<file path="src/shared/iqe_pkg.sv">
// Shared constants and types for the quadrature encoder link
`default_nettype none
package iqe_pkg;
    // ------------------------------------------------------------
    // Channel and count multiplier configuration
    // ------------------------------------------------------------
    typedef enum logic [1:0] {
        IQE_CH_ONE = 2'b00,
        IQE_CH_TWO = 2'b01,
        IQE_CH_THREE = 2'b10
    } iqe_chan_t;

    typedef enum logic [1:0] {
        IQE_MUL_X1 = 2'b00,
        IQE_MUL_X2 = 2'b01,
        IQE_MUL_X4 = 2'b10
    } iqe_mul_t;

    // ------------------------------------------------------------
    // Sizes and reset values
    // ------------------------------------------------------------
    localparam int IQE_PPR_W = 16;
    localparam int IQE_DIV_W = 16;
    localparam int IQE_CNT_W = 32;
    localparam logic [IQE_CNT_W-1:0] IQE_CNT_RST = 32'h0000_0000;
    localparam logic [1:0] IQE_PHASE_RST = 2'h0;
    localparam logic [IQE_PPR_W-1:0] IQE_POS_RST = 16'h0000;
    localparam logic [IQE_DIV_W-1:0] IQE_DIV_RST = 16'h0000;
    // Complement sync stages start at the idle level of the inverted lines
    localparam logic [2:0] IQE_CMP_RST = 3'h7;

    // ------------------------------------------------------------
    // Timing
    // ------------------------------------------------------------
    localparam int IQE_CLK_HZ = 40_000_000;
    localparam int IQE_SEC_PER_MIN = 60;
    localparam int IQE_FMAX_HZ = 800_000;
    // Least clocks per quarter step at the highest pulse rate (4 steps per pulse)
    localparam int IQE_MIN_STEP_CYC = IQE_CLK_HZ / (4 * IQE_FMAX_HZ);

    // Gray sequence of {a,b} for forward rotation, indexed by phase
    function automatic logic [1:0] iqe_gray(input logic [1:0] phase);
        logic [1:0] g;
        g = {phase[1], phase[1] ^ phase[0]};
        return g;
    endfunction

    // Required pulse rate from rpm and ppr
    function automatic logic [31:0] iqe_pulse_hz(input logic [15:0] rpm,
                                                 input logic [15:0] ppr);
        logic [31:0] p;
        p = ({16'h0000, rpm} * {16'h0000, ppr}) / 32'(IQE_SEC_PER_MIN);
        return p;
    endfunction
endpackage
`default_nettype wire

</file>
<file path="src/shared/iqe_if.sv">
// Encoder line bundle with true and complement channels
`default_nettype none
interface iqe_if;
    logic a;
    logic a_n;
    logic b;
    logic b_n;
    logic z;
    logic z_n;

    modport enc (output a, output a_n, output b, output b_n, output z, output z_n);
    modport rcv (input a, input a_n, input b, input b_n, input z, input z_n);
endinterface
`default_nettype wire

</file>
<file path="src/hdl/iqe_receiver.sv">
// Receiver end: differential sense, sync, Gray decode, counting
`default_nettype none
module iqe_receiver
    import iqe_pkg::*;
(
    input wire logic clk,
    input wire logic rst,
    input wire logic ce,
    input wire iqe_mul_t mul_mode,
    input wire logic diff_en,
    input wire logic err_clr,
    iqe_if.rcv line,
    output logic [IQE_CNT_W-1:0] count,
    output logic dir_up,
    output logic ref_seen,
    output logic line_fault,
    output logic step_err
);
    typedef struct packed {
        logic [2:0] s1;
        logic [2:0] s2;
        logic [2:0] f1;
        logic [2:0] f2;
        logic [1:0] prev;
        logic [IQE_CNT_W-1:0] cnt;
        logic up;
        logic refd;
        logic fault;
        logic err;
    } iqe_rcv_t;

    iqe_rcv_t s_q, s_d;
    logic [1:0] cur;
    logic fwd, bwd, take;

    function automatic logic [1:0] iqe_gray_inv(input logic [1:0] g);
        logic [1:0] p;
        p = {g[1], g[1] ^ g[0]};
        return p;
    endfunction

    always_comb begin
        s_d = s_q;
        // Two-stage sync of true and complement lines
        s_d.s1 = {line.a, line.b, line.z};
        s_d.s2 = s_q.s1;
        s_d.f1 = {line.a_n, line.b_n, line.z_n};
        s_d.f2 = s_q.f1;
        cur = s_q.s2[2:1];
        s_d.prev = cur;
        fwd = (cur == iqe_gray(iqe_gray_inv(s_q.prev) + 2'h1));
        bwd = (cur == iqe_gray(iqe_gray_inv(s_q.prev) - 2'h1));
        case (mul_mode)
            IQE_MUL_X1: take = (fwd && cur == 2'b10) || (bwd && cur == 2'b00);
            IQE_MUL_X2: take = (cur[1] != s_q.prev[1]);
            IQE_MUL_X4: take = 1'b1;
            default: take = 1'b1;
        endcase
        if (fwd && take) begin
            s_d.cnt = s_q.cnt + 32'h0000_0001;
            s_d.up = 1'b1;
        end else if (bwd && take) begin
            s_d.cnt = s_q.cnt - 32'h0000_0001;
            s_d.up = 1'b0;
        end
        if (s_q.s2[0]) begin
            s_d.refd = 1'b1;
        end
        if (err_clr) begin
            s_d.err = 1'b0;
            s_d.fault = 1'b0;
        end
        // Set wins over clear
        if ((cur ^ s_q.prev) == 2'b11) begin
            s_d.err = 1'b1;
        end
        if (diff_en && ((s_q.s2 ^ s_q.f2) != 3'b111)) begin
            s_d.fault = 1'b1;
        end
    end

    always_ff @(posedge clk or posedge rst) begin
        if (rst) begin
            s_q <= '0;
            // Idle complements are high, so no false fault after reset
            s_q.f1 <= IQE_CMP_RST;
            s_q.f2 <= IQE_CMP_RST;
        end else if (ce) begin
            s_q <= s_d;
        end
    end

    assign count = s_q.cnt;
    assign dir_up = s_q.up;
    assign ref_seen = s_q.refd;
    assign line_fault = s_q.fault;
    assign step_err = s_q.err;
endmodule
`default_nettype wire

</file>
<file path="src/flat_wrapper.sv">
// flat-port wrapper written by rule: the top's interface ports become plain ports
module iqe_receiver_flat import iqe_pkg::*;
  (clk, rst, ce, mul_mode, diff_en, err_clr, count, dir_up, ref_seen, line_fault, step_err, line_a, line_a_n, line_b, line_b_n, line_z, line_z_n);
  iqe_if line_i ();
  input wire logic clk;
  input wire logic rst;
  input wire logic ce;
  input wire iqe_mul_t mul_mode;
  input wire logic diff_en;
  input wire logic err_clr;
  output logic [IQE_CNT_W-1:0] count;
  output logic dir_up;
  output logic ref_seen;
  output logic line_fault;
  output logic step_err;
  input wire logic [$bits(line_i.a)-1:0] line_a;
  input wire logic [$bits(line_i.a_n)-1:0] line_a_n;
  input wire logic [$bits(line_i.b)-1:0] line_b;
  input wire logic [$bits(line_i.b_n)-1:0] line_b_n;
  input wire logic [$bits(line_i.z)-1:0] line_z;
  input wire logic [$bits(line_i.z_n)-1:0] line_z_n;
  assign line_i.a = line_a;
  assign line_i.a_n = line_a_n;
  assign line_i.b = line_b;
  assign line_i.b_n = line_b_n;
  assign line_i.z = line_z;
  assign line_i.z_n = line_z_n;
  iqe_receiver u_core (.clk(clk), .rst(rst), .ce(ce), .mul_mode(mul_mode), .diff_en(diff_en), .err_clr(err_clr), .line(line_i), .count(count), .dir_up(dir_up), .ref_seen(ref_seen), .line_fault(line_fault), .step_err(step_err));
endmodule
</file>
<file path="config.mk">
export PLATFORM = sky130hd
export DESIGN_NAME = iqe_receiver_flat
export DESIGN_NICKNAME = d
export VERILOG_FILES = /design/src/shared/iqe_pkg.sv /design/src/shared/iqe_if.sv /design/src/hdl/iqe_receiver.sv /design/src/flat_wrapper.sv
export SDC_FILE = /design/constraint.sdc
export NUM_CORES = 1
export LEC_CHECK = 0
export ABC_AREA = 1
export BUFFER_PORTS_ARGS = -buffer_cell sky130_fd_sc_hd__buf_2
export CAP_MARGIN = 30
export CORE_MARGIN = 2
export CORE_UTILIZATION = 36
export CTS_CLUSTER_DIAMETER = 30
export DETAILED_ROUTE_END_ITERATION = 10
export HOLD_SLACK_MARGIN = 0.02
export MAX_ROUTING_LAYER = met4
export PLACE_DENSITY = 0.64
export SYNTH_ARGS = -nofsm -noshare
export SYNTH_HDL_FRONTEND = slang
export SYNTH_SLANG_ARGS = --single-unit
</file>
<file path="constraint.sdc">
create_clock -name clk -period 3.6 [get_ports clk]
set_input_delay 0.36 -clock clk [delete_from_list [all_inputs] [get_ports clk]]
set_output_delay 0.36 -clock clk [all_outputs]
set_load 0.02 [all_outputs]
</file>
== Yosys cells after proc, flatten, opt, wreduce, memory -nomap -nowiden ==
Cells that the tools add are included.

* Bits in registers: 50
* Latch bits: 0
* Bits in writable memories: 0
* ROM bits: 0
* Bits of input ports: 13
* Output and inout bits: 36
* Word-level logic and storage cells: 47
* Memories kept: 0

* Add/sub/neg operators: 4
* $mul: 0
* Div/mod/pow operators: 0
* Magnitude comparators: 0
* Eq/ne operators: 7
* Shift-type cells: 0
* Multiplexer cells: 6
* Bitwise logic cells: 5
* Reductions and logical operators: 15

{| class="wikitable"
|+ Operators with widths
! operator !! number
|-
| two-way mux 33 bit || 2
|-
| adder 32 x 1 -> 32 bit, second input constant || 1
|-
| subtractor 32 x 1 -> 32 bit, second input constant || 1
|-
| AND reduction 2 bit || 4
|-
| nonzero test 2 bit || 3
|-
| logical AND 1 bit || 5
|-
| equality test 2 bit || 2
|-
| equality test 2 bit, second input constant || 2
|-
| logical NOT 2 bit || 2
|-
| != test 3 bit, second input constant || 1
|-
| bitwise XOR 1 bit || 3
|-
| bitwise XOR 3 bit || 1
|-
| adder 2 x 1 -> 2 bit, second input constant || 1
|-
| equality test 2 x 1 -> 1 bit, second input constant || 1
|-
| two-way mux 1 bit || 2
|-
| two-way mux 2 bit || 1
|-
| one-hot mux 1 bit (2 select lines) || 1
|-
| subtractor 2 x 1 -> 2 bit, second input constant || 1
|-
| bitwise XOR 2 bit || 1
|-
| logical OR 1 bit || 1
|-
| != test 1 bit || 1
|}

== Longest topological paths before layout ==
* Depth after elaboration: 10
* Depth in mapped cells: 20

== Worst setup path before layout ==
No wires, ideal clock.

* Kind: register to register
* Start point: reg u_core.s_q, in the netlist u_core.cur[0]
* End point: reg u_core.s_q, in the netlist u_core.count[31]
* Data arrival time: 2.750 ns
* Data required time: 3.484 ns
* Setup slack: 0.733 ns
* Stages on the path, launching flop included: 19
* Path through: dfrtp_1 > inv_1 > nand2_1 > nor2_1 > nand2_1 > nand3_1 > nand2_1 > ha_1 > or2_2 > nand3_1 > nand2_1 > nand2_1 > nand2_1 > nand2_1 > nand2_1 > nand2_1 > nand2_1 > nand2_1 > nand2_1

* Cells in the longest elaborated chain, start to end: 7
* Elaborated cells on any way between the ends: 13
* Classes of those cells: eq/ne (3); mux (2); reduce/logical (8)

{| class="wikitable"
|+ RTL lines
! item !! line !! source
|-
| from (decl) || iqe_receiver.sv:32 || <nowiki>iqe_rcv_t s_q, s_d;</nowiki>
|-
| equality test 2 bit, or another cell as far along || iqe_receiver.sv:51 || <nowiki>fwd = (cur == iqe_gray(iqe_gray_inv(s_q.prev) + 2'h1));</nowiki>
|-
| logical AND 1 bit || iqe_receiver.sv:54 || <nowiki>IQE_MUL_X1: take = (fwd && cur == 2'b10) || (bwd && cur == 2'b00);</nowiki>
|-
| logical OR 1 bit || iqe_receiver.sv:54 ||
|-
| one-hot mux 1 bit (2 select lines) || iqe_receiver.sv:53 || <nowiki>case (mul_mode)</nowiki>
|-
| logical AND 1 bit, on equally long branches || iqe_receiver.sv:62, iqe_receiver.sv:59 ||
|-
| nonzero test 2 bit (no source line) || n/a ||
|-
| AND reduction 2 bit (no source line) || n/a ||
|}

Several ways; a longest one is shown, not always the timed one.
A chain may end at the register's enable or synchronous reset.

== Final worst setup path ==
* Start point: reg u_core.s_q, in the netlist u_core.cur[1]
* End point: reg u_core.s_q, in the netlist u_core.count[30]

The elaborated chain is that of the path after synthesis.

==> metrics.md <==
| Metric | Value |
|---|---|
| Post-synth top area share | 0.253 |
| Crit path launch | u_core.cur[1] |
| Max Cap Viol | 0 |
| Mapped cell area | 4340 sq um |
| H-tree lvl count | 2 |
| Via Count | 3887 |
| Die width | 114 um |
| Depth of the most critical reg-to-reg path | 21 |
| Critical Path RT | 3.81 ns |
| GR Util All Layers | 0.175 |
| CP Capture Type | register |
| Fmax | 0.350 GHz |
| Avg WL per Cell | 12.2 um |
| FF-to-FF setup slack | 0.74 ns |
| Cts repair resizes | 0 |
| Die area | 13000 sq um |
| Post-DP HPWL | 8150 um |
| Max Buffers Root-to-Sink | 2 |
| Relative slew slack | 0.526 |
| Unrepaired setup endpoints after global routing | no |
| CTS tree | built |
| Worst setup path class | reg -> reg |
| Die Y-Extent | 114 um |
| Root buf cell | clkbuf_16 |
| Tcrit/Tclk final | 0.794 |
| Synth Register Bits | 50 |
| Critical Path AT | 3.06 ns |
| Synth top cells by count | 261 x nand2_1, 98 x inv_1, 52 x nor2_1, 44 x dfrtp_1, 38 x nand3_1 |
| Syn avg cell area | 6.43 sq um |
| Starting Density | 0.365 |
| # clock sinks | 50 |
| Share of layout cells above drive strength 1 | 0.104 |
| CTS clk-pin slew, worst paths | 0.07 ns |
| Postcts setup bufs | 0 |
| Vias/cell | 4.62 |
| Routability cong. | 0.963 |
| Number of global-route vias before repair | 3649 |
| Routed wire length | 10300 um |
| Cts hold-fix bufs | 0 |
| Sequential share of the synthesized area | 0.290 |
| Pre-antenna DRT Iters | 5 |
| First-pass GRT wire length | 17400 um |
| Cell Rows | 40 |
| Ports | 49 |
| Worst-skew pair later-pin latency | 0.31 ns |
| Status | completed |
| Reg2Reg Launch Point | u_core.cur[1] |
| Drt first-iter violations | 208 |
| Total global routing overflow | 0 |
| HP Class | in -> async |
| CP Capture Point | u_core.count[30] |
| Synth area leaders | dfrtp_1 25%, nand2_1 23%, ha_1 8.6%, inv_1 8.5%, buf_4 5.7% |
| Least-Margin Pin Slew | 0.710 ns |
| PortBufs | 48 |
| Core area | 11900 sq um |
| Antenna Cells | 0 |
| Clock skew | 0.00753 ns |
| Setup TNS | 0 ns |
| Post-synth cell types | 28 |
| Asr flop ratio synth | 1.00 |
| Leading area contributor after synthesis | dfrtp_1 |
| CTS buffer count | 5 |
| Post-synth EDFFs | 0 |
| Final max-slew violation count | 0 |
| Final core occ | 0.391 |
| Mapped Cells | 676 |
| Tmin final | 2.86 ns |
| Nets | 738 |
| Final Hold Fails | 0 |
| Residual DRC count | 0 |
| Synthesized Nets | 720 |
| Worst R2R End | u_core.count[30] |
| Antenna viol nets, final | 0 |
| Synth warn | 0 |
| Crit Path Max Fanout | 17 |
| Initial antenna violation count | 0 |
| Area Growth Syn to Fin | 7.17% |
| Largest net degree at the start of global routing | 36 |
| Count leader, synth | nand2_1 |
| Worst setup SP type | register |
| # setup viols final | 0 |
| Synth Flop Type | dfrtp_1 |
[metrics by stage]
| stage | cells | area, sq um | setup WS, ns | hold WS (ns) |
|---|---|---|---|---|
| finish | 842 | 4660 | 0.742 | 0.160 |
| CTS | 842 | 4660 | 0.738 | 0.188 |
| detailed placement | 834 | 4500 | 0.763 | 0.440 |
| global placement | 834 | 4500 | 0.850 | 0.436 |
| floorplan | 676 | 4340 | 0.733 | 0.446 |
| global route | 842 | 4660 | 0.426 | 0.221 |
[how the worst min path moves through the flow]
stage                 endpoint  cells past startpoint       startpoint
2_1_floorplan    u_core.cur[1]                      2   u_core.s_d[46]
5_1_grt        u_core.count[0]                      2              rst
4_1_cts         u_core.s_d[44]                      2              rst
6_report       u_core.count[0]                      2              rst
3_5_place_dp   u_core.ref_seen                      1  u_core.ref_seen
3_3_place_gp   u_core.ref_seen                      1  u_core.ref_seen
[registers in the layout, summed over array words and instances, names as in the netlist]
register           cells
u_core.count          32
u_core.cur             2
u_core.dir_up          1
u_core.line_fault      1
u_core.ref_seen        1
u_core.s_d             6
u_core.s_q             6
u_core.step_err        1
[layout by cell type (no fill, tap or decap), drive strengths merged]
| cell type | n |
|---|---|
| xnor2 | 14 |
| a21oi | 29 |
| and3 | 2 |
| clkbuf | 5 |
| dfrtp | 44 |
| nand4 | 2 |
| a32o | 1 |
| ha | 30 |
| nor2 | 52 |
| or2 | 1 |
| o21ai | 30 |
| clkinv | 1 |
| buf | 52 |
| xor2 | 7 |
| o21bai | 2 |
| fa | 1 |
| nand3 | 39 |
| nor3 | 3 |
| dfstp | 6 |
| inv | 101 |
| nand2 | 261 |
| nand3b | 6 |
| mux2 | 2 |
| and2 | 1 |
| a21o | 3 |
[metal layers]
layer | vias up | GRT usage | part of all wire
met2 | 60 | 0.285 | 0.46
met4 | 0 | 0.0463 | 0.016
li1 | 2106 | - | -
met5 | - | - | 0
met3 | 9 | 0.0324 | 0.036
met1 | 1712 | 0.224 | 0.49
[logic make-up after synthesis]
kind of cell,after synthesis,share of synthesized area
and+or+nand+nor,367,0.339
adders and majority gates,31,0.0910
AOI/OAI and AO/OA,65,0.0789
xor gates and xnor gates,21,0.0423
buffers and inverters,140,0.154
DFF,50,0.290
muxes,2,0.00518
[worst max-delay path: stages (launching register included)]
cell,delay (ns)
dfrtp_1,0.43
inv_1,0.08
nand2_1,0.10
nand2_1,0.06
nand2_1,0.06
nand3_1,0.12
nand2_1,0.12
buf_4,0.23
inv_1,0.08
fa_1,0.40
inv_1,0.09
nand3_1,0.06
nand3_1,0.15
nand2_1,0.07
nand2_1,0.10
nand2_1,0.06
nand2_1,0.19
nand2_1,0.10
nand2_1,0.08
nand2_1,0.05
nand3_1,0.06
nand2_1,0.05
[cell type report]
type                    count  area [sq um]
multi-input cells         486          2420
inverters                  99           372
flip-flops and latches     50          1260
clock buffers               5           125
well taps                 147           184
fillers                  1311          7260
clock inverters             3          28.8
repair buffers             52           270
Power is not shown: default switching activity piles up to over one toggle a cycle in this logic, so the estimate is an artifact.
